===== src/pkg/clock_ctrl_pkg.sv =====
// constants, register map and rate coding shared by the clocking control block
package clock_ctrl_pkg;

   // clock and detector time base
   localparam int CLK_MHZ       = 200;
   localparam int TICK_NS       = 100;
   localparam int TICK_CYCLES   = (TICK_NS * CLK_MHZ) / 1000;
   localparam int TICKS_PER_SEC = 1000000000 / TICK_NS;
   localparam int TOL_TICKS     = 3;

   // register indices; byte address is four times the index
   localparam logic [13:0] IDX_RATE_ONE    = 14'h0113;
   localparam logic [13:0] IDX_RATE_TWO    = 14'h0114;
   localparam logic [13:0] IDX_STATUS_ONE  = 14'h011B;
   localparam logic [13:0] IDX_STATUS_TWO  = 14'h011C;
   localparam logic [13:0] IDX_SYS_CLKOUT  = 14'h0149;
   localparam logic [13:0] IDX_SEC_CLKOUT  = 14'h014A;
   localparam logic [13:0] IDX_DETECT_CTRL = 14'h0152;
   localparam logic [13:0] IDX_CAND_A      = 14'h0153;
   localparam logic [13:0] IDX_CAND_B      = 14'h0154;
   localparam logic [13:0] IDX_CAND_C      = 14'h0155;
   localparam logic [13:0] IDX_CAND_D      = 14'h0156;
   localparam logic [13:0] IDX_PAD_ONE     = 14'h0C20;
   localparam logic [13:0] IDX_PAD_TWO     = 14'h0C21;

   // field positions
   localparam int ENA_BIT       = 15;
   localparam int DIV_LSB       = 3;
   localparam int SEL_LSB       = 0;
   localparam int FIRST_TRG_BIT = 4;
   localparam int SRC_LSB       = 1;
   localparam int DET_ENA_BIT   = 0;
   localparam int PD_TWO_BIT    = 13;
   localparam int PD_ONE_BIT    = 12;

   // values after reset
   localparam logic [4:0] RATE_SEL_RESET = 5'h11;
   localparam logic [4:0] STATUS_RESET   = 5'h00;
   localparam logic [4:0] CAND_RESET     = 5'h00;

   // detector frame clock source codes
   localparam logic [2:0] SRC_PORT_ONE   = 3'h0;
   localparam logic [2:0] SRC_PORT_TWO   = 3'h2;
   localparam logic [2:0] SRC_PORT_THREE = 3'h4;

   // expected frame period in detector ticks; zero for none or reserved codes
   function automatic logic [11:0] period_ticks(input logic [4:0] code);
      unique case (code)
         5'h01:   return 12'(TICKS_PER_SEC / 12000);
         5'h02:   return 12'(TICKS_PER_SEC / 24000);
         5'h03:   return 12'(TICKS_PER_SEC / 48000);
         5'h04:   return 12'(TICKS_PER_SEC / 96000);
         5'h05:   return 12'(TICKS_PER_SEC / 192000);
         5'h09:   return 12'(TICKS_PER_SEC / 11025);
         5'h0A:   return 12'(TICKS_PER_SEC / 22050);
         5'h0B:   return 12'(TICKS_PER_SEC / 44100);
         5'h0C:   return 12'(TICKS_PER_SEC / 88200);
         5'h0D:   return 12'(TICKS_PER_SEC / 176400);
         5'h11:   return 12'(TICKS_PER_SEC / 8000);
         5'h12:   return 12'(TICKS_PER_SEC / 16000);
         5'h13:   return 12'(TICKS_PER_SEC / 32000);
         default: return 12'h000;
      endcase
   endfunction

   function automatic logic rate_valid(input logic [4:0] code);
      return period_ticks(code) != 12'h000;
   endfunction

   // measured period within tolerance of an expected one
   function automatic logic ticks_near(input logic [11:0] meas, input logic [11:0] expect_t);
      return (expect_t != 12'h000)
          && (({1'b0, meas} + 13'(TOL_TICKS)) >= {1'b0, expect_t})
          && ({1'b0, meas} <= ({1'b0, expect_t} + 13'(TOL_TICKS)));
   endfunction

   // divider codes 0 and 1 both divide by one
   function automatic logic [4:0] divide_ratio(input logic [4:0] code);
      return (code == 5'h00) ? 5'h01 : code;
   endfunction

endpackage


===== src/verilog/clock_out_divider.sv =====
// divided clock output: one high cycle in every ratio cycles while enabled
`timescale 1ns/1ps
module clock_out_divider
   import clock_ctrl_pkg::*;
(
   input  logic       clk,
   input  logic       resetn,
   input  logic       enable,
   input  logic [4:0] divider,
   output logic       clk_out
);

   typedef struct packed {
      logic [4:0] cnt;
      logic       out;
   } state_s;

   state_s s;
   state_s next_s;

   // counter restarts on a short divider so a new code takes hold at once
   always_comb begin
      next_s = s;
      if (!enable) begin
         next_s.cnt = 5'h00;
         next_s.out = 1'b0;
      end else if (s.cnt >= (divide_ratio(divider) - 5'h01)) begin
         next_s.cnt = 5'h00;
         next_s.out = 1'b1;
      end else begin
         next_s.cnt = s.cnt + 5'h01;
         next_s.out = 1'b0;
      end
   end

   always_ff @(posedge clk or negedge resetn) begin
      if (!resetn) begin
         s <= '0;
      end else begin
         s <= next_s;
      end
   end

   assign clk_out = s.out;
endmodule


===== src/verilog/rate_detector.sv =====
// frame clock period measurement against four candidate rates
`timescale 1ns/1ps
module rate_detector
   import clock_ctrl_pkg::*;
(
   input  logic       clk,
   input  logic       resetn,
   input  logic       enable,
   input  logic       first_trigger,
   input  logic       source_ok,
   input  logic       frame_clock,
   input  logic [4:0] cand_a,
   input  logic [4:0] cand_b,
   input  logic [4:0] cand_c,
   input  logic [4:0] cand_d,
   output logic [4:0] detected_rate,
   output logic       seq_trigger,
   output logic       sample_slip
);

   typedef struct packed {
      logic        frame_prev;
      logic [4:0]  tick_cnt;
      logic [11:0] period;
      logic        started;
      logic        locked;
      logic        first_seen;
      logic [4:0]  rate;
      logic        trig;
      logic        slip;
   } state_s;

   localparam logic [4:0] TICK_LAST = 5'(TICK_CYCLES - 1);

   state_s s;
   state_s next_s;
   logic [3:0][4:0] cands;
   logic            hit;
   logic [4:0]      hit_code;

   assign cands = {cand_d, cand_c, cand_b, cand_a};

   // candidate A has the highest priority, so scan from D downward
   always_comb begin
      hit      = 1'b0;
      hit_code = 5'h00;
      for (int i = 3; i >= 0; i--) begin
         if (ticks_near(s.period, period_ticks(cands[i]))) begin
            hit      = 1'b1;
            hit_code = cands[i];
         end
      end
   end

   // period counted in ticks keeps the counter small at the cost of resolution
   always_comb begin
      next_s            = s;
      next_s.trig       = 1'b0;
      next_s.slip       = 1'b0;
      next_s.frame_prev = frame_clock;
      if (!enable || !source_ok) begin
         next_s.tick_cnt   = 5'h00;
         next_s.period     = 12'h000;
         next_s.started    = 1'b0;
         next_s.locked     = 1'b0;
         next_s.first_seen = 1'b0;
         next_s.rate       = 5'h00;
      end else if (frame_clock && !s.frame_prev) begin
         next_s.started  = 1'b1;
         next_s.period   = 12'h000;
         next_s.tick_cnt = 5'h00;
         if (s.started && hit && (!s.locked || hit_code != s.rate)) begin
            next_s.rate       = hit_code;
            next_s.locked     = 1'b1;
            next_s.first_seen = 1'b1;
            next_s.trig       = s.first_seen || first_trigger;
         end else if (s.started && s.locked
                      && !ticks_near(s.period, period_ticks(s.rate))) begin
            next_s.slip = 1'b1;
         end
      end else if (s.tick_cnt == TICK_LAST) begin
         next_s.tick_cnt = 5'h00;
         if (s.period != 12'hFFF) begin
            next_s.period = s.period + 12'h001;
         end
      end else begin
         next_s.tick_cnt = s.tick_cnt + 5'h01;
      end
   end

   always_ff @(posedge clk or negedge resetn) begin
      if (!resetn) begin
         s <= '0;
      end else begin
         s <= next_s;
      end
   end

   assign detected_rate = s.rate;
   assign seq_trigger   = s.trig;
   assign sample_slip   = s.slip;
endmodule


===== src/verilog/async_rate_divided_system_clock_out_rate_detect.sv =====
// clocking control: second-domain rates, divided clock outputs, rate detector, pads
`timescale 1ns/1ps
module async_rate_divided_system_clock_out_rate_detect
   import clock_ctrl_pkg::*;
(
   input  logic        CLK,
   input  logic        RESETN,
   input  logic        PSEL,
   input  logic        PENABLE,
   input  logic        PWRITE,
   input  logic [15:0] PADDR,
   input  logic [31:0] PWDATA,
   output logic [31:0] PRDATA,
   output logic        PREADY,
   output logic        PSLVERR,
   input  logic        PORT_ONE_FRAME_CLOCK,
   input  logic        PORT_TWO_FRAME_CLOCK,
   input  logic        PORT_THREE_FRAME_CLOCK,
   output logic        DIVIDED_SYSTEM_CLOCK_OUT,
   output logic        DIVIDED_SECOND_CLOCK_OUT,
   output logic [2:0]  SYS_CLKOUT_SOURCE_FREQ,
   output logic [2:0]  SECOND_CLKOUT_SOURCE_FREQ,
   output logic        MASTER_CLOCK_ONE_PULLDOWN,
   output logic        MASTER_CLOCK_TWO_PULLDOWN,
   output logic        SEQUENCER_TRIGGER,
   output logic        SAMPLE_SLIP,
   output logic [4:0]  DETECTED_RATE
);

   typedef struct packed {
      logic [4:0]      rate_one;
      logic [4:0]      rate_two;
      logic [4:0]      status_one;
      logic [4:0]      status_two;
      logic            sys_ena;
      logic [4:0]      sys_div;
      logic [2:0]      sys_sel;
      logic            sec_ena;
      logic [4:0]      sec_div;
      logic [2:0]      sec_sel;
      logic            first_trg;
      logic [2:0]      det_src;
      logic            det_ena;
      logic [3:0][4:0] cand;
      logic            pd_two;
      logic            pd_one;
      logic [2:0]      sync_a;
      logic [2:0]      sync_b;
      logic [31:0]     rdata;
      logic            err;
   } state_s;

   localparam state_s STATE_RESET = '{
      rate_one:   RATE_SEL_RESET,
      rate_two:   RATE_SEL_RESET,
      status_one: STATUS_RESET,
      status_two: STATUS_RESET,
      cand:       {4{CAND_RESET}},
      default:    '0
   };

   state_s      s;
   state_s      next_s;
   logic        setup;
   logic        access;
   logic [13:0] idx;
   logic        aligned;
   logic        src_ok;
   logic        frame_sel;
   logic [31:0] rd;
   logic        rd_hit;

   assign setup   = PSEL && !PENABLE;
   assign access  = PSEL && PENABLE;
   assign idx     = PADDR[15:2];
   assign aligned = (PADDR[1:0] == 2'b00);

   // detector source decode; reserved codes leave the detector blind
   always_comb begin
      src_ok    = 1'b1;
      frame_sel = 1'b0;
      unique case (s.det_src)
         SRC_PORT_ONE:   frame_sel = s.sync_b[0];
         SRC_PORT_TWO:   frame_sel = s.sync_b[1];
         SRC_PORT_THREE: frame_sel = s.sync_b[2];
         default:        src_ok    = 1'b0;
      endcase
   end

   // read image of the addressed register; bits above each field read zero
   always_comb begin
      rd     = 32'h0000_0000;
      rd_hit = 1'b1;
      unique case (idx)
         IDX_RATE_ONE:   rd[4:0] = s.rate_one;
         IDX_RATE_TWO:   rd[4:0] = s.rate_two;
         IDX_STATUS_ONE: rd[4:0] = s.status_one;
         IDX_STATUS_TWO: rd[4:0] = s.status_two;
         IDX_SYS_CLKOUT: begin
            rd[ENA_BIT]         = s.sys_ena;
            rd[DIV_LSB +: 5]    = s.sys_div;
            rd[SEL_LSB +: 3]    = s.sys_sel;
         end
         IDX_SEC_CLKOUT: begin
            rd[ENA_BIT]         = s.sec_ena;
            rd[DIV_LSB +: 5]    = s.sec_div;
            rd[SEL_LSB +: 3]    = s.sec_sel;
         end
         IDX_DETECT_CTRL: begin
            rd[FIRST_TRG_BIT]   = s.first_trg;
            rd[SRC_LSB +: 3]    = s.det_src;
            rd[DET_ENA_BIT]     = s.det_ena;
         end
         IDX_CAND_A:     rd[4:0] = s.cand[0];
         IDX_CAND_B:     rd[4:0] = s.cand[1];
         IDX_CAND_C:     rd[4:0] = s.cand[2];
         IDX_CAND_D:     rd[4:0] = s.cand[3];
         IDX_PAD_ONE:    rd[PD_TWO_BIT] = s.pd_two;
         IDX_PAD_TWO:    rd[PD_ONE_BIT] = s.pd_one;
         default:        rd_hit = 1'b0;
      endcase
   end

   // next state: synchronisers, status copies and the APB register file
   always_comb begin
      next_s = s;

      // frame clocks are pins, so two flops before anything looks at them
      next_s.sync_a = {PORT_THREE_FRAME_CLOCK, PORT_TWO_FRAME_CLOCK, PORT_ONE_FRAME_CLOCK};
      next_s.sync_b = s.sync_a;

      // status shows the rate in force; a reserved select shows none
      next_s.status_one = rate_valid(s.rate_one) ? s.rate_one : STATUS_RESET;
      next_s.status_two = rate_valid(s.rate_two) ? s.rate_two : STATUS_RESET;

      // read data and error are captured in the setup cycle
      if (setup) begin
         next_s.err   = !(aligned && rd_hit);
         next_s.rdata = (aligned && rd_hit) ? rd : 32'h0000_0000;
      end

      // writes land at the access edge; status indices have no write path
      if (access && PWRITE && !s.err) begin
         unique case (idx)
            IDX_RATE_ONE: begin
               next_s.rate_one = PWDATA[4:0];
            end
            IDX_RATE_TWO: begin
               next_s.rate_two = PWDATA[4:0];
            end
            IDX_SYS_CLKOUT: begin
               next_s.sys_ena = PWDATA[ENA_BIT];
               next_s.sys_div = PWDATA[DIV_LSB +: 5];
               next_s.sys_sel = PWDATA[SEL_LSB +: 3];
            end
            IDX_SEC_CLKOUT: begin
               next_s.sec_ena = PWDATA[ENA_BIT];
               next_s.sec_div = PWDATA[DIV_LSB +: 5];
               next_s.sec_sel = PWDATA[SEL_LSB +: 3];
            end
            IDX_DETECT_CTRL: begin
               next_s.first_trg = PWDATA[FIRST_TRG_BIT];
               next_s.det_src   = PWDATA[SRC_LSB +: 3];
               next_s.det_ena   = PWDATA[DET_ENA_BIT];
            end
            IDX_CAND_A: begin
               next_s.cand[0] = PWDATA[4:0];
            end
            IDX_CAND_B: begin
               next_s.cand[1] = PWDATA[4:0];
            end
            IDX_CAND_C: begin
               next_s.cand[2] = PWDATA[4:0];
            end
            IDX_CAND_D: begin
               next_s.cand[3] = PWDATA[4:0];
            end
            IDX_PAD_ONE: begin
               next_s.pd_two = PWDATA[PD_TWO_BIT];
            end
            IDX_PAD_TWO: begin
               next_s.pd_one = PWDATA[PD_ONE_BIT];
            end
            default: begin
               next_s.err = s.err;
            end
         endcase
      end
   end

   always_ff @(posedge CLK or negedge RESETN) begin
      if (!RESETN) begin
         s <= STATE_RESET;
      end else begin
         s <= next_s;
      end
   end

   // both outputs count on CLK; the source frequency fields go out as ports
   clock_out_divider u_sys_div (
      .clk     (CLK),
      .resetn  (RESETN),
      .enable  (s.sys_ena),
      .divider (s.sys_div),
      .clk_out (DIVIDED_SYSTEM_CLOCK_OUT)
   );

   clock_out_divider u_sec_div (
      .clk     (CLK),
      .resetn  (RESETN),
      .enable  (s.sec_ena),
      .divider (s.sec_div),
      .clk_out (DIVIDED_SECOND_CLOCK_OUT)
   );

   rate_detector u_detect (
      .clk           (CLK),
      .resetn        (RESETN),
      .enable        (s.det_ena),
      .first_trigger (s.first_trg),
      .source_ok     (src_ok),
      .frame_clock   (frame_sel),
      .cand_a        (s.cand[0]),
      .cand_b        (s.cand[1]),
      .cand_c        (s.cand[2]),
      .cand_d        (s.cand[3]),
      .detected_rate (DETECTED_RATE),
      .seq_trigger   (SEQUENCER_TRIGGER),
      .sample_slip   (SAMPLE_SLIP)
   );

   // bus answer: no wait states, data and error held from the setup cycle
   assign PREADY  = access;
   assign PRDATA  = s.rdata;
   assign PSLVERR = access && s.err;

   // pad and source frequency outputs come straight from register bits
   assign SYS_CLKOUT_SOURCE_FREQ    = s.sys_sel;
   assign SECOND_CLKOUT_SOURCE_FREQ = s.sec_sel;
   assign MASTER_CLOCK_TWO_PULLDOWN = s.pd_two;
   assign MASTER_CLOCK_ONE_PULLDOWN = s.pd_one;
endmodule


===== config.mk =====
export PLATFORM = sky130hd
export DESIGN_NAME = async_rate_divided_system_clock_out_rate_detect
export DESIGN_NICKNAME = d
export VERILOG_FILES = /design/src/pkg/clock_ctrl_pkg.sv /design/src/verilog/clock_out_divider.sv /design/src/verilog/rate_detector.sv /design/src/verilog/async_rate_divided_system_clock_out_rate_detect.sv
export SDC_FILE = /design/constraint.sdc
export NUM_CORES = 1
export LEC_CHECK = 0
export ABC_CLOCK_PERIOD_IN_PS = 10010
export BUFFER_PORTS_ARGS = -buffer_cell sky130_fd_sc_hd__buf_2
export CORE_UTILIZATION = 35
export DETAILED_ROUTE_END_ITERATION = 16
export PLACE_DENSITY = 0.52
export SYNTH_ARGS = -nofsm -noshare
export SYNTH_HDL_FRONTEND = slang
export SYNTH_SLANG_ARGS = --single-unit
export TNS_END_PERCENT = 30

===== constraint.sdc =====
create_clock -name CLK -period 10.01 [get_ports CLK]
set_clock_uncertainty 0.1 [all_clocks]
set_input_delay 3.003 -clock CLK [delete_from_list [all_inputs] [get_ports CLK]]
set_output_delay 3.003 -clock CLK [all_outputs]
set_load 0.005 [all_outputs]

==> results of run 1 <==
==> final cells by class <==
type / instances / area [um^2]
well taps: 442 / 553
multi-input cells: 1067 / 7960
repair buffers: 69 / 364
flip-flops and latches: 122 / 3060
inverters: 65 / 244
fillers: 3372 / 19900
clock buffers: 18 / 429
clock inverters: 14 / 163
==> metal layers <==
layer	GRT usage	vias up	share of wire
li1	-	4854	-
met1	0.278	4723	0.49
met2	0.322	217	0.45
met3	0.0258	37	0.037
met4	0.0476	0	0.018
met5	0	-	0
==> sequential cells by signal (all words and copies together), names as in the netlist, 5 cells and up <==
signal	count
PRDATA	11
u_sys_div.s	5
u_detect.s	20
u_sec_div.s	5
s	61
u_detect.detected_rate	5
==> path summary, 6_finish.rpt <==
check                           slack [ns]                                    end                 start  depth (start not counted)
worst max-delay path                  3.50                                 PREADY                  PSEL                          3
worst min register to register        0.25                        s[33]$_DFF_PN0_  next_s[33]$_DFF_PN0_                          0
worst min-delay path                  0.25                        s[33]$_DFF_PN0_  next_s[33]$_DFF_PN0_                          0
min in group asynchronous             2.46             u_detect.s[21]$_DFFE_PN0P_                RESETN                          1
max in group asynchronous             6.11                      s[56]$_DFFE_PN0P_                RESETN                          2
worst max register to register        3.97  u_detect.detected_rate[3]$_DFFE_PN0P_     s[47]$_DFFE_PN0P_                         21
==> per-stage QoR <==
stage | util | setup WS (ns)
after floorplan | - | 3.74
after global placement | 0.372 | 3.51
after detailed placement | 0.372 | 3.51
after CTS | 0.391 | 3.51
after global routing | 0.391 | 3.48
final | 0.391 | 3.50
==> power groups by stage <==
stage / clock network [mW] / logic (mW) / registers (mW)
floorplan: 0 / 0.0459 / 0.516
detailed placement: 0 / 0.0703 / 0.518
global placement: 0 / 0.0694 / 0.517
global route: 0.672 / 0.0801 / 0.510
CTS: 0.652 / 0.0704 / 0.509
finish: 0.640 / 0.0693 / 0.508
==> Yosys cell counts, types with 6 or more instances <==
library cell / count / area share
buf_4: 43 / 0.028
nand2b_1: 21 / 0.011
nand2_1: 97 / 0.031
a22o_1: 9 / 0.0067
dfrtp_1: 118 / 0.25
and2_1: 13 / 0.0069
or3_1: 10 / 0.0053
ha_1: 172 / 0.18
a21oi_1: 64 / 0.027
mux2_2: 44 / 0.042
or2_2: 9 / 0.0048
o41ai_1: 6 / 0.0045
nand3b_1: 8 / 0.0051
nor2b_1: 21 / 0.011
inv_1: 64 / 0.021
a21o_1: 36 / 0.023
nor3_1: 30 / 0.013
buf_1: 8 / 0.0026
mux2i_1: 26 / 0.022
clkbuf_1: 25 / 0.0080
a31oi_1: 25 / 0.013
nand3_1: 39 / 0.017
o21ai_0: 70 / 0.030
a221oi_1: 9 / 0.0067
o211ai_1: 12 / 0.0077
xor2_1: 19 / 0.014
buf_2: 12 / 0.0051
nand4_1: 19 / 0.010
o21a_1: 12 / 0.0077
and3_1: 14 / 0.0075
a22oi_1: 13 / 0.0083
nor4_1: 9 / 0.0048
nor4bb_1: 9 / 0.0077
nor2_1: 81 / 0.026
xnor2_1: 29 / 0.022
nor3b_1: 11 / 0.0071
a211oi_1: 7 / 0.0045
o2111ai_1: 8 / 0.0060
==> worst register-to-register path, cell delays in order (launching register included) <==
cell	delay (ns)
dfrtp_1	0.64
inv_1	0.23
ha_1	0.40
inv_1	0.07
o21ai_0	0.15
a22oi_1	0.09
o21ai_0	0.34
inv_1	0.14
ha_1	0.26
or3_1	0.42
o31ai_1	0.28
ha_1	0.31
a22o_1	0.23
o41ai_1	0.30
a31oi_1	0.16
a41o_1	0.33
o41ai_1	0.60
a31oi_1	0.14
xnor2_1	0.21
nand3_2	0.13
o21ai_4	0.22
mux2i_1	0.22
==> cell families after synthesis <==
group / count (synthesis)
adders and majority gates: 172
buffers and inverters: 156
other: 2
muxes: 72
AOI/OAI and AO/OA: 336
DFF: 122
and+or+nand+nor: 413
xor gates and xnor gates: 48
==> results.py, run 1 <==
metrics = {
    "die": {
        "initial_core_util": 0.358,
        "core_region_area_um2": 32700,
        "dieArea_um2": 34200,
        "num_rows": 66,
        "die_w_um": 185,
        "ioPinCount": 107,
        "die_y_um": 185,
    },
    "power_and_ir_drop": {
        "p_switching_uw": 318,
        "p_int_uw": 900,
        "power_per_cell_area_nw_per_um2": 95.3,
        "leakagePower_nw": 5.81,
        "p_comb_frac": 0.057,
        "seqPwrFrac": 0.418,
        "switching_share": 0.261,
        "p_clk_frac": 0.526,
        "ir_worst_vdd_uv": 112,
        "power_mw": 1.22,
    },
    "timing": {
        "slew_headroom": 0.204,
        "setup_viol": 0,
        "worstMarginPinSlew_ns": 1.18,
        "rsz0062_at_grt": "no",
        "drv_slew": 0,
        "fin_tns_setup_ns": 0,
        "hold_viol_final": 0,
        "layout_min_cycle_time_ns": 6.51,
        "whs_ns": 0.249,
        "fmax_mhz": 154,
        "finalCritPeriodShare": 0.650,
    },
    "logic_synthesis": {
        "synthAdderAreaFrac": 0.184,
        "synthSimpleGateAreaFrac": 0.186,
        "ys_ff_latch": 122,
        "ys_types": 87,
        "synth_edf_count": 0,
        "yosysSeqAreaShare": 0.261,
        "synth_top_family_by_area": "compound AO/OA/AOI/OAI gates",
        "synth_xor_area_frac": 0.0359,
        "yosys_warnings": 0,
        "syn_inst": 1321,
        "synth_compound_area_frac": 0.199,
        "synth.avg_cell_area_um2": 8.87,
        "synthMuxAreaShare": 0.0671,
        "async_flop_share": 1.00,
        "ys.flop_type": "dfrtp_1",
        "syn_area_um2": 11700,
    },
    "finish": {
        "finalNonFillerCells": 1797,
        "final_common_cell": "ha_1",
        "finalInstanceArea_um2": 12800,
        "drive_gt1_frac": 0.132,
        "layout_common_cells": "ha_1 (172), dfrtp_1 (118), nand2_1 (97)",
        "diodes": 0,
        "areaGrowthSynthToFinish_pct": 9.04,
        "nets": 1570,
    },
    "routing": {
        "viasPerCell": 5.47,
        "via_count": 9831,
        "ant_nets": 0,
        "initialDrtViolationCount": 609,
        "dr.pass1.iters": 5,
        "post_drt_wl_per_cell_um": 18.3,
        "routed_wl_um": 32900,
        "drc_errors": 0,
    },
    "worst_setup_path": {
        "critPathTopFamily": "buffers and inverters",
        "cp_cell_sequence": "buf_2 -> and2_1 -> buf_2",
        "max_stage_delay_ns": 0.17,
        "worstPathArrival_ns": 3.40,
        "crit_type": "in2out",
        "path_max_fanout": 3,
        "crit_required_ns": 6.91,
        "crit_slowest_cell": "and2_1",
        "endpoint_kind": "output port",
        "crit_top_cell": "buf_2",
        "worst-path-buf-inv": 2,
        "startpoint_type": "input port",
    },
    "clocking": {
        "insertion_delay_ns": 0.44,
        "h-tree-depth": 4,
        "cts_tree": "done",
        "cts_buffer_depth": 2,
        "cts_root_buf": "clkbuf_16",
        "postCtsSetupRepairBufs": 0,
        "cts_buffers": 17,
        "ctsResizeCount": 0,
        "clock_sinks": 122,
        "cts_hold_buf": 0,
        "cts.clk_slew.worst_paths_ns": 0.06,
    },
    "grt": {
        "grt_pass1_vias": 9454,
        "overflow": 0,
        "grt_pass1_wl_um": 52500,
        "grt_max_degree": 66,
        "antenna_found_initial": 0,
        "grtUsageTotal": 0.199,
    },
    "place": {
        "dp.cells": 1765,
        "port_buffers": 64,
        "routabilityCongestion": 0.853,
        "place_area_um2": 12200,
        "hpwl_um": 24300,
    },
    "run": {
        "max_cap_viol_count": 0,
    },
    "hold_path": {
        "hold_path.class": "reg2reg",
    },
    "status": {
        "status": "finished, final reports clean",
    },
}
(Power assumes the default switching activity.)
==> inputs of run 2 (changes only) <==
Settings changed: ABC_CLOCK_PERIOD_IN_PS 10010 to 6700.
Clock period 10.01 ns to 6.7 ns, I/O delays scaled along.
==> run 2 against run 1 <==
Effect of this change: sequential power up 49%; combinational power up 53%; final area up 0.65%; clock power up 52%; hold slack worse by 0.0015 ns; critical path type is now reg2reg; highest routed layer unchanged.
==> results.py, run 2 (synthesized netlist as in run 1, its figures left out) <==
metrics = {
    "finish": {
        "final_common_cell": "ha_1",
        "diodes": 0,
        "areaGrowthSynthToFinish_pct": 9.74,
        "nets": 1579,
        "layout_common_cells": "ha_1 (172), dfrtp_1 (118), nand2_1 (97)",
        "drive_gt1_frac": 0.138,
        "largest_reg_flops": 61,
        "max_flop_register": "s",
    },
    "hold_path": {
        "hold_path.class": "reg2reg",
    },
    "power_and_ir_drop": {
        "ir_worst_vdd_uv": 150,
        "switching_share": 0.247,
        "power_mw": 1.84,
        "leakagePower_nw": 5.87,
        "p_clk_frac": 0.529,
        "power_per_cell_area_nw_per_um2": 143,
        "p_int_mw": 1.38,
        "p_comb_frac": 0.058,
        "p_switching_uw": 455,
        "seqPwrFrac": 0.413,
    },
    "timing": {
        "drv_slew": 0,
        "setup_viol": 0,
        "slew_headroom": 0.289,
        "hold_viol_final": 0,
        "layout_min_cycle_time_ns": 5.93,
        "worstMarginPinSlew_ns": 1.06,
        "fin_tns_setup_ns": 0,
        "fmax_mhz": 169,
        "finalCritPeriodShare": 0.885,
        "rsz0062_at_grt": "no",
    },
    "grt": {
        "grt_pass1_wl_um": 52200,
        "grt_max_degree": 75,
        "antenna_found_initial": 1,
        "overflow": 0,
        "grtUsageTotal": 0.199,
        "grt_pass1_vias": 9433,
    },
    "clocking": {
        "postCtsSetupRepairBufs": 0,
        "cts_root_buf": "clkbuf_16",
        "ctsResizeCount": 0,
        "cts_buffer_depth": 2,
        "clock_sinks": 122,
        "cts.clk_slew.worst_paths_ns": 0.06,
        "cts_buffers": 17,
        "cts_hold_buf": 0,
        "cts_tree": "done",
        "insertion_delay_ns": 0.44,
        "h-tree-depth": 4,
    },
    "status": {
        "status": "finished, final reports clean",
    },
    "run": {
        "max_cap_viol_count": 0,
    },
    "place": {
        "hpwl_um": 24400,
        "routabilityCongestion": 0.872,
        "port_buffers": 64,
    },
    "die": {
        "ioPinCount": 107,
        "core_region_area_um2": 32700,
        "die_y_um": 185,
        "initial_core_util": 0.358,
        "num_rows": 66,
        "die_w_um": 185,
        "dieArea_um2": 34200,
    },
    "routing": {
        "post_drt_wl_per_cell_um": 18.3,
        "dr.pass1.iters": 5,
        "initialDrtViolationCount": 567,
        "via_count": 9893,
        "wl_met3_um": 1180,
        "dr_wl_met2_um": 15000,
        "routed_wl_um": 33000,
        "drt-met1-wl_um": 16100,
        "ant_nets": 0,
        "drc_errors": 0,
        "top_layer_used": "met4",
        "viasPerCell": 5.48,
    },
    "worst_setup_path": {
        "crit_type": "reg2reg",
        "startpoint_type": "flip-flop",
        "crit_required_ns": 6.95,
        "worstPathArrival_ns": 6.18,
        "path_max_fanout": 9,
        "endpoint_kind": "flip-flop",
        "reg2reg_setup_slack_ns": 0.77,
    },
}
## run 2: final cells by class
cell class	count	area, um^2
multi-input cells	1067	7960
clock buffers	18	439
clock inverters	13	168
inverters	65	244
flip-flops and latches	122	3060
repair buffers	78	432
well taps	442	553
fillers	3373	19800
## run 2: worst max-delay path: stages, from the launching register on
cell     delay, ns
dfrtp_1       0.61
inv_1         0.18
ha_1          0.37
inv_1         0.06
o21ai_0       0.15
a22oi_1       0.08
o21ai_0       0.37
inv_1         0.15
ha_1          0.27
or3_1         0.43
o31ai_1       0.24
ha_1          0.30
a22o_1        0.24
o41ai_1       0.33
a31oi_1       0.17
a41o_1        0.33
o41ai_1       0.51
a31oi_1       0.13
xnor2_1       0.21
nand3_2       0.15
o21ai_4       0.24
mux2i_1       0.21
## run 2: path summary, 6_finish.rpt
kind / startpoint / to / depth (start not counted)
max reg2reg: s[47]$_DFFE_PN0P_ / u_detect.detected_rate[2]$_DFFE_PN0P_ / 21
min: next_s[34]$_DFF_PN0_ / s[34]$_DFF_PN0_ / 0
max in group asynchronous: RESETN / PRDATA[2]$_DFFE_PN0P_ / 2
max: s[47]$_DFFE_PN0P_ / u_detect.detected_rate[2]$_DFFE_PN0P_ / 21
min in group asynchronous: RESETN / u_detect.s[25]$_DFF_PN0_ / 1
min reg2reg: next_s[34]$_DFF_PN0_ / s[34]$_DFF_PN0_ / 0
## run 2: through the flow
step / std cells / utilization / hold WS, ns / worst slack [ns] / cell area, um^2
after floorplan: 1345 / - / 0.231 / 2.04 / 11800
after global placement: 1774 / 0.375 / 0.233 / 0.908 / 12200
after detailed placement: 1774 / 0.375 / 0.235 / 0.913 / 12200
after CTS: 1805 / 0.393 / 0.248 / 0.846 / 12900
after global routing: 1805 / 0.393 / 0.251 / 0.317 / 12900
final: 1805 / 0.393 / 0.247 / 0.769 / 12900
## run 2: power groups by stage
stage | clock network, mW | logic, mW | registers [mW]
after floorplan | 0 | 0.0686 | 0.771
final | 0.973 | 0.106 | 0.759
after detailed placement | 0 | 0.107 | 0.772
after global placement | 0 | 0.106 | 0.772
after CTS | 0.992 | 0.108 | 0.759
after global routing | 1.03 | 0.123 | 0.761
## run 2: routing by layer
metal / up-vias / track usage
met2: 206 / 0.318
met3: 40 / 0.0319
met4: 0 / 0.0612
met1: 4785 / 0.274
li1: 4862 / -
met5: - / 0
==> inputs of run 3 (changes only) <==
--- a/config.mk
+++ b/config.mk
@@ -7,2 +7,3 @@
 export LEC_CHECK = 0
+export ABC_AREA = 1
 export ABC_CLOCK_PERIOD_IN_PS = 6700
@@ -11,2 +12,3 @@
 export DETAILED_ROUTE_END_ITERATION = 16
+export GPL_TIMING_DRIVEN = 0
 export PLACE_DENSITY = 0.52
--- a/constraint.sdc
+++ b/constraint.sdc
@@ -4,2 +4,2 @@
 set_output_delay 2.01 -clock CLK [all_outputs]
-set_load 0.005 [all_outputs]
+set_load 0.02 [all_outputs]
==> run 3 against run 2 <==
Effect of this change: routed wire length grew 6.5%; die area rose by 2.2%; final cell count is 26% higher; largest cell class unchanged; synthesized cell count is 29% higher; sequential share of layout area down 1.3 points; non-clock buffer count rose by 59; largest power group unchanged; first-iteration DRC count up 32%; hold slack gained 0.0034 ns; sequential power shrank 2.6%.
==> results.py, run 3 <==
metrics = {
    "clocking": {
        "insertion_delay_ns": 0.43,
        "postCtsSetupRepairBufs": 0,
        "clock_sinks": 122,
        "h-tree-depth": 4,
        "cts_hold_buf": 0,
        "cts_buffers": 17,
        "cts_tree": "done",
        "ctsResizeCount": 0,
        "cts_root_buf": "clkbuf_16",
        "cts.clk_slew.worst_paths_ns": 0.07,
        "cts_buffer_depth": 2,
    },
    "logic_synthesis": {
        "async_flop_share": 1.00,
        "synth.largest_area_cell": "dfrtp_1",
        "synth_edf_count": 0,
        "synthSimpleGateAreaFrac": 0.298,
        "yosysTopAreaCellShare": 0.247,
        "synth.avg_cell_area_um2": 7.05,
        "synth_top_family_by_area": "simple AND/OR/NAND/NOR gates",
        "syn_area_um2": 12000,
        "syn_inst": 1699,
        "synth_xor_area_frac": 0.0278,
        "synth.area.top_cells": "dfrtp_1 (25%), ha_1 (18%), nand2_1 (13%), inv_1 (6.5%), nand3_1 (5.2%)",
        "yosysSeqAreaShare": 0.255,
        "yosysMostFrequentCell": "nand2_1",
        "ys.flop_type": "dfrtp_1",
        "synth_compound_area_frac": 0.128,
        "synthMuxAreaShare": 0.00188,
        "yosys_warnings": 0,
        "synthAdderAreaFrac": 0.180,
        "ys_ff_latch": 122,
        "synth_common_cells": "nand2_1 (409), inv_1 (206), ha_1 (172)",
        "ys_types": 57,
    },
    "finish": {
        "diodes": 0,
        "nets": 2035,
        "max_flop_register": "s",
        "drive_gt1_frac": 0.121,
        "layout_common_cells": "nand2_1 (409), inv_1 (206), ha_1 (172)",
        "final_util": 0.404,
        "final_common_cell": "nand2_1",
        "areaGrowthSynthToFinish_pct": 13.5,
        "largest_reg_flops": 61,
    },
    "routing": {
        "initialDrtViolationCount": 750,
        "dr.pass1.iters": 5,
        "via_count": 11300,
        "viasPerCell": 4.97,
        "routed_wl_um": 35200,
        "ant_nets": 0,
        "post_drt_wl_per_cell_um": 15.5,
        "drc_errors": 0,
    },
    "grt": {
        "antenna_found_initial": 0,
        "grt_pass1_wl_um": 56000,
        "grt_pass1_vias": 10400,
        "grt_max_degree": 94,
        "grtUsageTotal": 0.203,
        "overflow": 0,
    },
    "timing": {
        "worstMarginPinSlew_ns": 1.12,
        "setup_viol": 0,
        "rsz0062_at_grt": "no",
        "finalCritPeriodShare": 0.791,
        "layout_min_cycle_time_ns": 5.30,
        "fmax_mhz": 189,
        "fin_tns_setup_ns": 0,
        "hold_viol_final": 0,
        "drv_slew": 0,
        "setup_ws_ns": 1.40,
        "slew_headroom": 0.249,
        "whs_ns": 0.251,
    },
    "worst_setup_path": {
        "endpoint_kind": "flip-flop",
        "worstPathArrival_ns": 5.57,
        "max_stage_delay_ns": 0.82,
        "crit_slowest_cell": "xor2_1",
        "crit_required_ns": 6.97,
        "startpoint_type": "flip-flop",
        "crit_top_cell": "nand2_1",
        "crit_type": "reg2reg",
        "path_max_fanout": 9,
    },
    "die": {
        "die_w_um": 187,
        "core_region_area_um2": 33600,
        "dieArea_um2": 34900,
        "initial_core_util": 0.356,
        "num_rows": 67,
        "die_y_um": 187,
        "ioPinCount": 107,
    },
    "place": {
        "place_worst_setup_slack_ns": 1.41,
        "hpwl_um": 26900,
        "port_buffers": 64,
        "routabilityCongestion": 0.876,
    },
    "power_and_ir_drop": {
        "ir_worst_vdd_uv": 218,
        "power_mw": 1.81,
        "leakagePower_nw": 6.93,
        "power_per_cell_area_nw_per_um2": 133,
    },
    "hold_path": {
        "hold_path.class": "reg2reg",
    },
    "run": {
        "max_cap_viol_count": 0,
    },
    "status": {
        "status": "finished, final reports clean",
    },
}
[run 3: through the flow]
step / cells / cell area [um^2]
finish: 2268 / 13600
global route: 2268 / 13600
CTS: 2268 / 13600
detailed placement: 2236 / 13000
global placement: 2235 / 12900
floorplan: 1723 / 12100
[run 3: worst max-delay path, delay by kind of cell (launching register included)]
family	cells	cell delay [ns]
AND/OR/NAND/NOR	20	2.11
XOR/XNOR	1	0.82
adder cells (fa/ha/maj)	2	0.77
flip-flops	1	0.71
buffers and inverters	3	0.56
AO/OA/AOI/OAI	1	0.13
[run 3: path summary, 6_finish.rpt]
| check | startpoint | cells past startpoint | slack, ns | end |
|---|---|---|---|---|
| max in group asynchronous | RESETN | 2 | 4.32 | u_detect.detected_rate[1]$_DFFE_PN0P_ |
| min in group asynchronous | RESETN | 1 | 1.38 | s[59]$_DFFE_PN0P_ |
| min | next_s[35]$_DFF_PN0_ | 0 | 0.25 | s[35]$_DFF_PN0_ |
| max reg2reg | u_detect.s[10]$_DFFE_PN0P_ | 27 | 1.40 | u_detect.detected_rate[4]$_DFFE_PN0P_ |
| max | u_detect.s[10]$_DFFE_PN0P_ | 27 | 1.40 | u_detect.detected_rate[4]$_DFFE_PN0P_ |
| min reg2reg | next_s[35]$_DFF_PN0_ | 0 | 0.25 | s[35]$_DFF_PN0_ |
[run 3: layer usage]
layer / wire length (um) / global-route usage / share of wire / vias to the layer above
met3: 1240 / 0.0205 / 0.035 / 45
met1: 16700 / 0.272 / 0.47 / 5143
met2: 16500 / 0.342 / 0.47 / 265
met4: 773 / 0.0640 / 0.022 / 0
li1: - / - / - / 5809
met5: 0 / 0 / 0 / -
[run 3: area by class of cell]
class | instances | area, um^2
Sequential cell | 122 | 3060
Buffer | 72 | 483
Fill cell | 3512 | 20000
Clock buffer | 18 | 439
Inverter | 216 | 818
Multi-Input combinational cell | 1313 | 7700
Timing Repair Buffer | 65 | 354
Clock inverter | 14 | 174
Tap cell | 448 | 561
[run 3: logic make-up after synthesis]
| group | after synthesis |
|---|---|
| AND/OR/NAND/NOR | 817 |
| buffers and inverters | 288 |
| AO/OA/AOI/OAI | 258 |
| adder cells (fa/ha/maj) | 172 |
| flip-flops | 122 |
| XOR/XNOR | 38 |
| other | 2 |
| multiplexers | 2 |
[run 3: power breakdown]
group	leakage (nW)	internal, mW	total, mW	switching [mW]
clock network	0.301	0.576	0.992	0.416
logic	4.96	0.0227	0.0771	0.0543
registers	1.67	0.739	0.739	0.000661
total	6.93	1.34	1.81	0.471
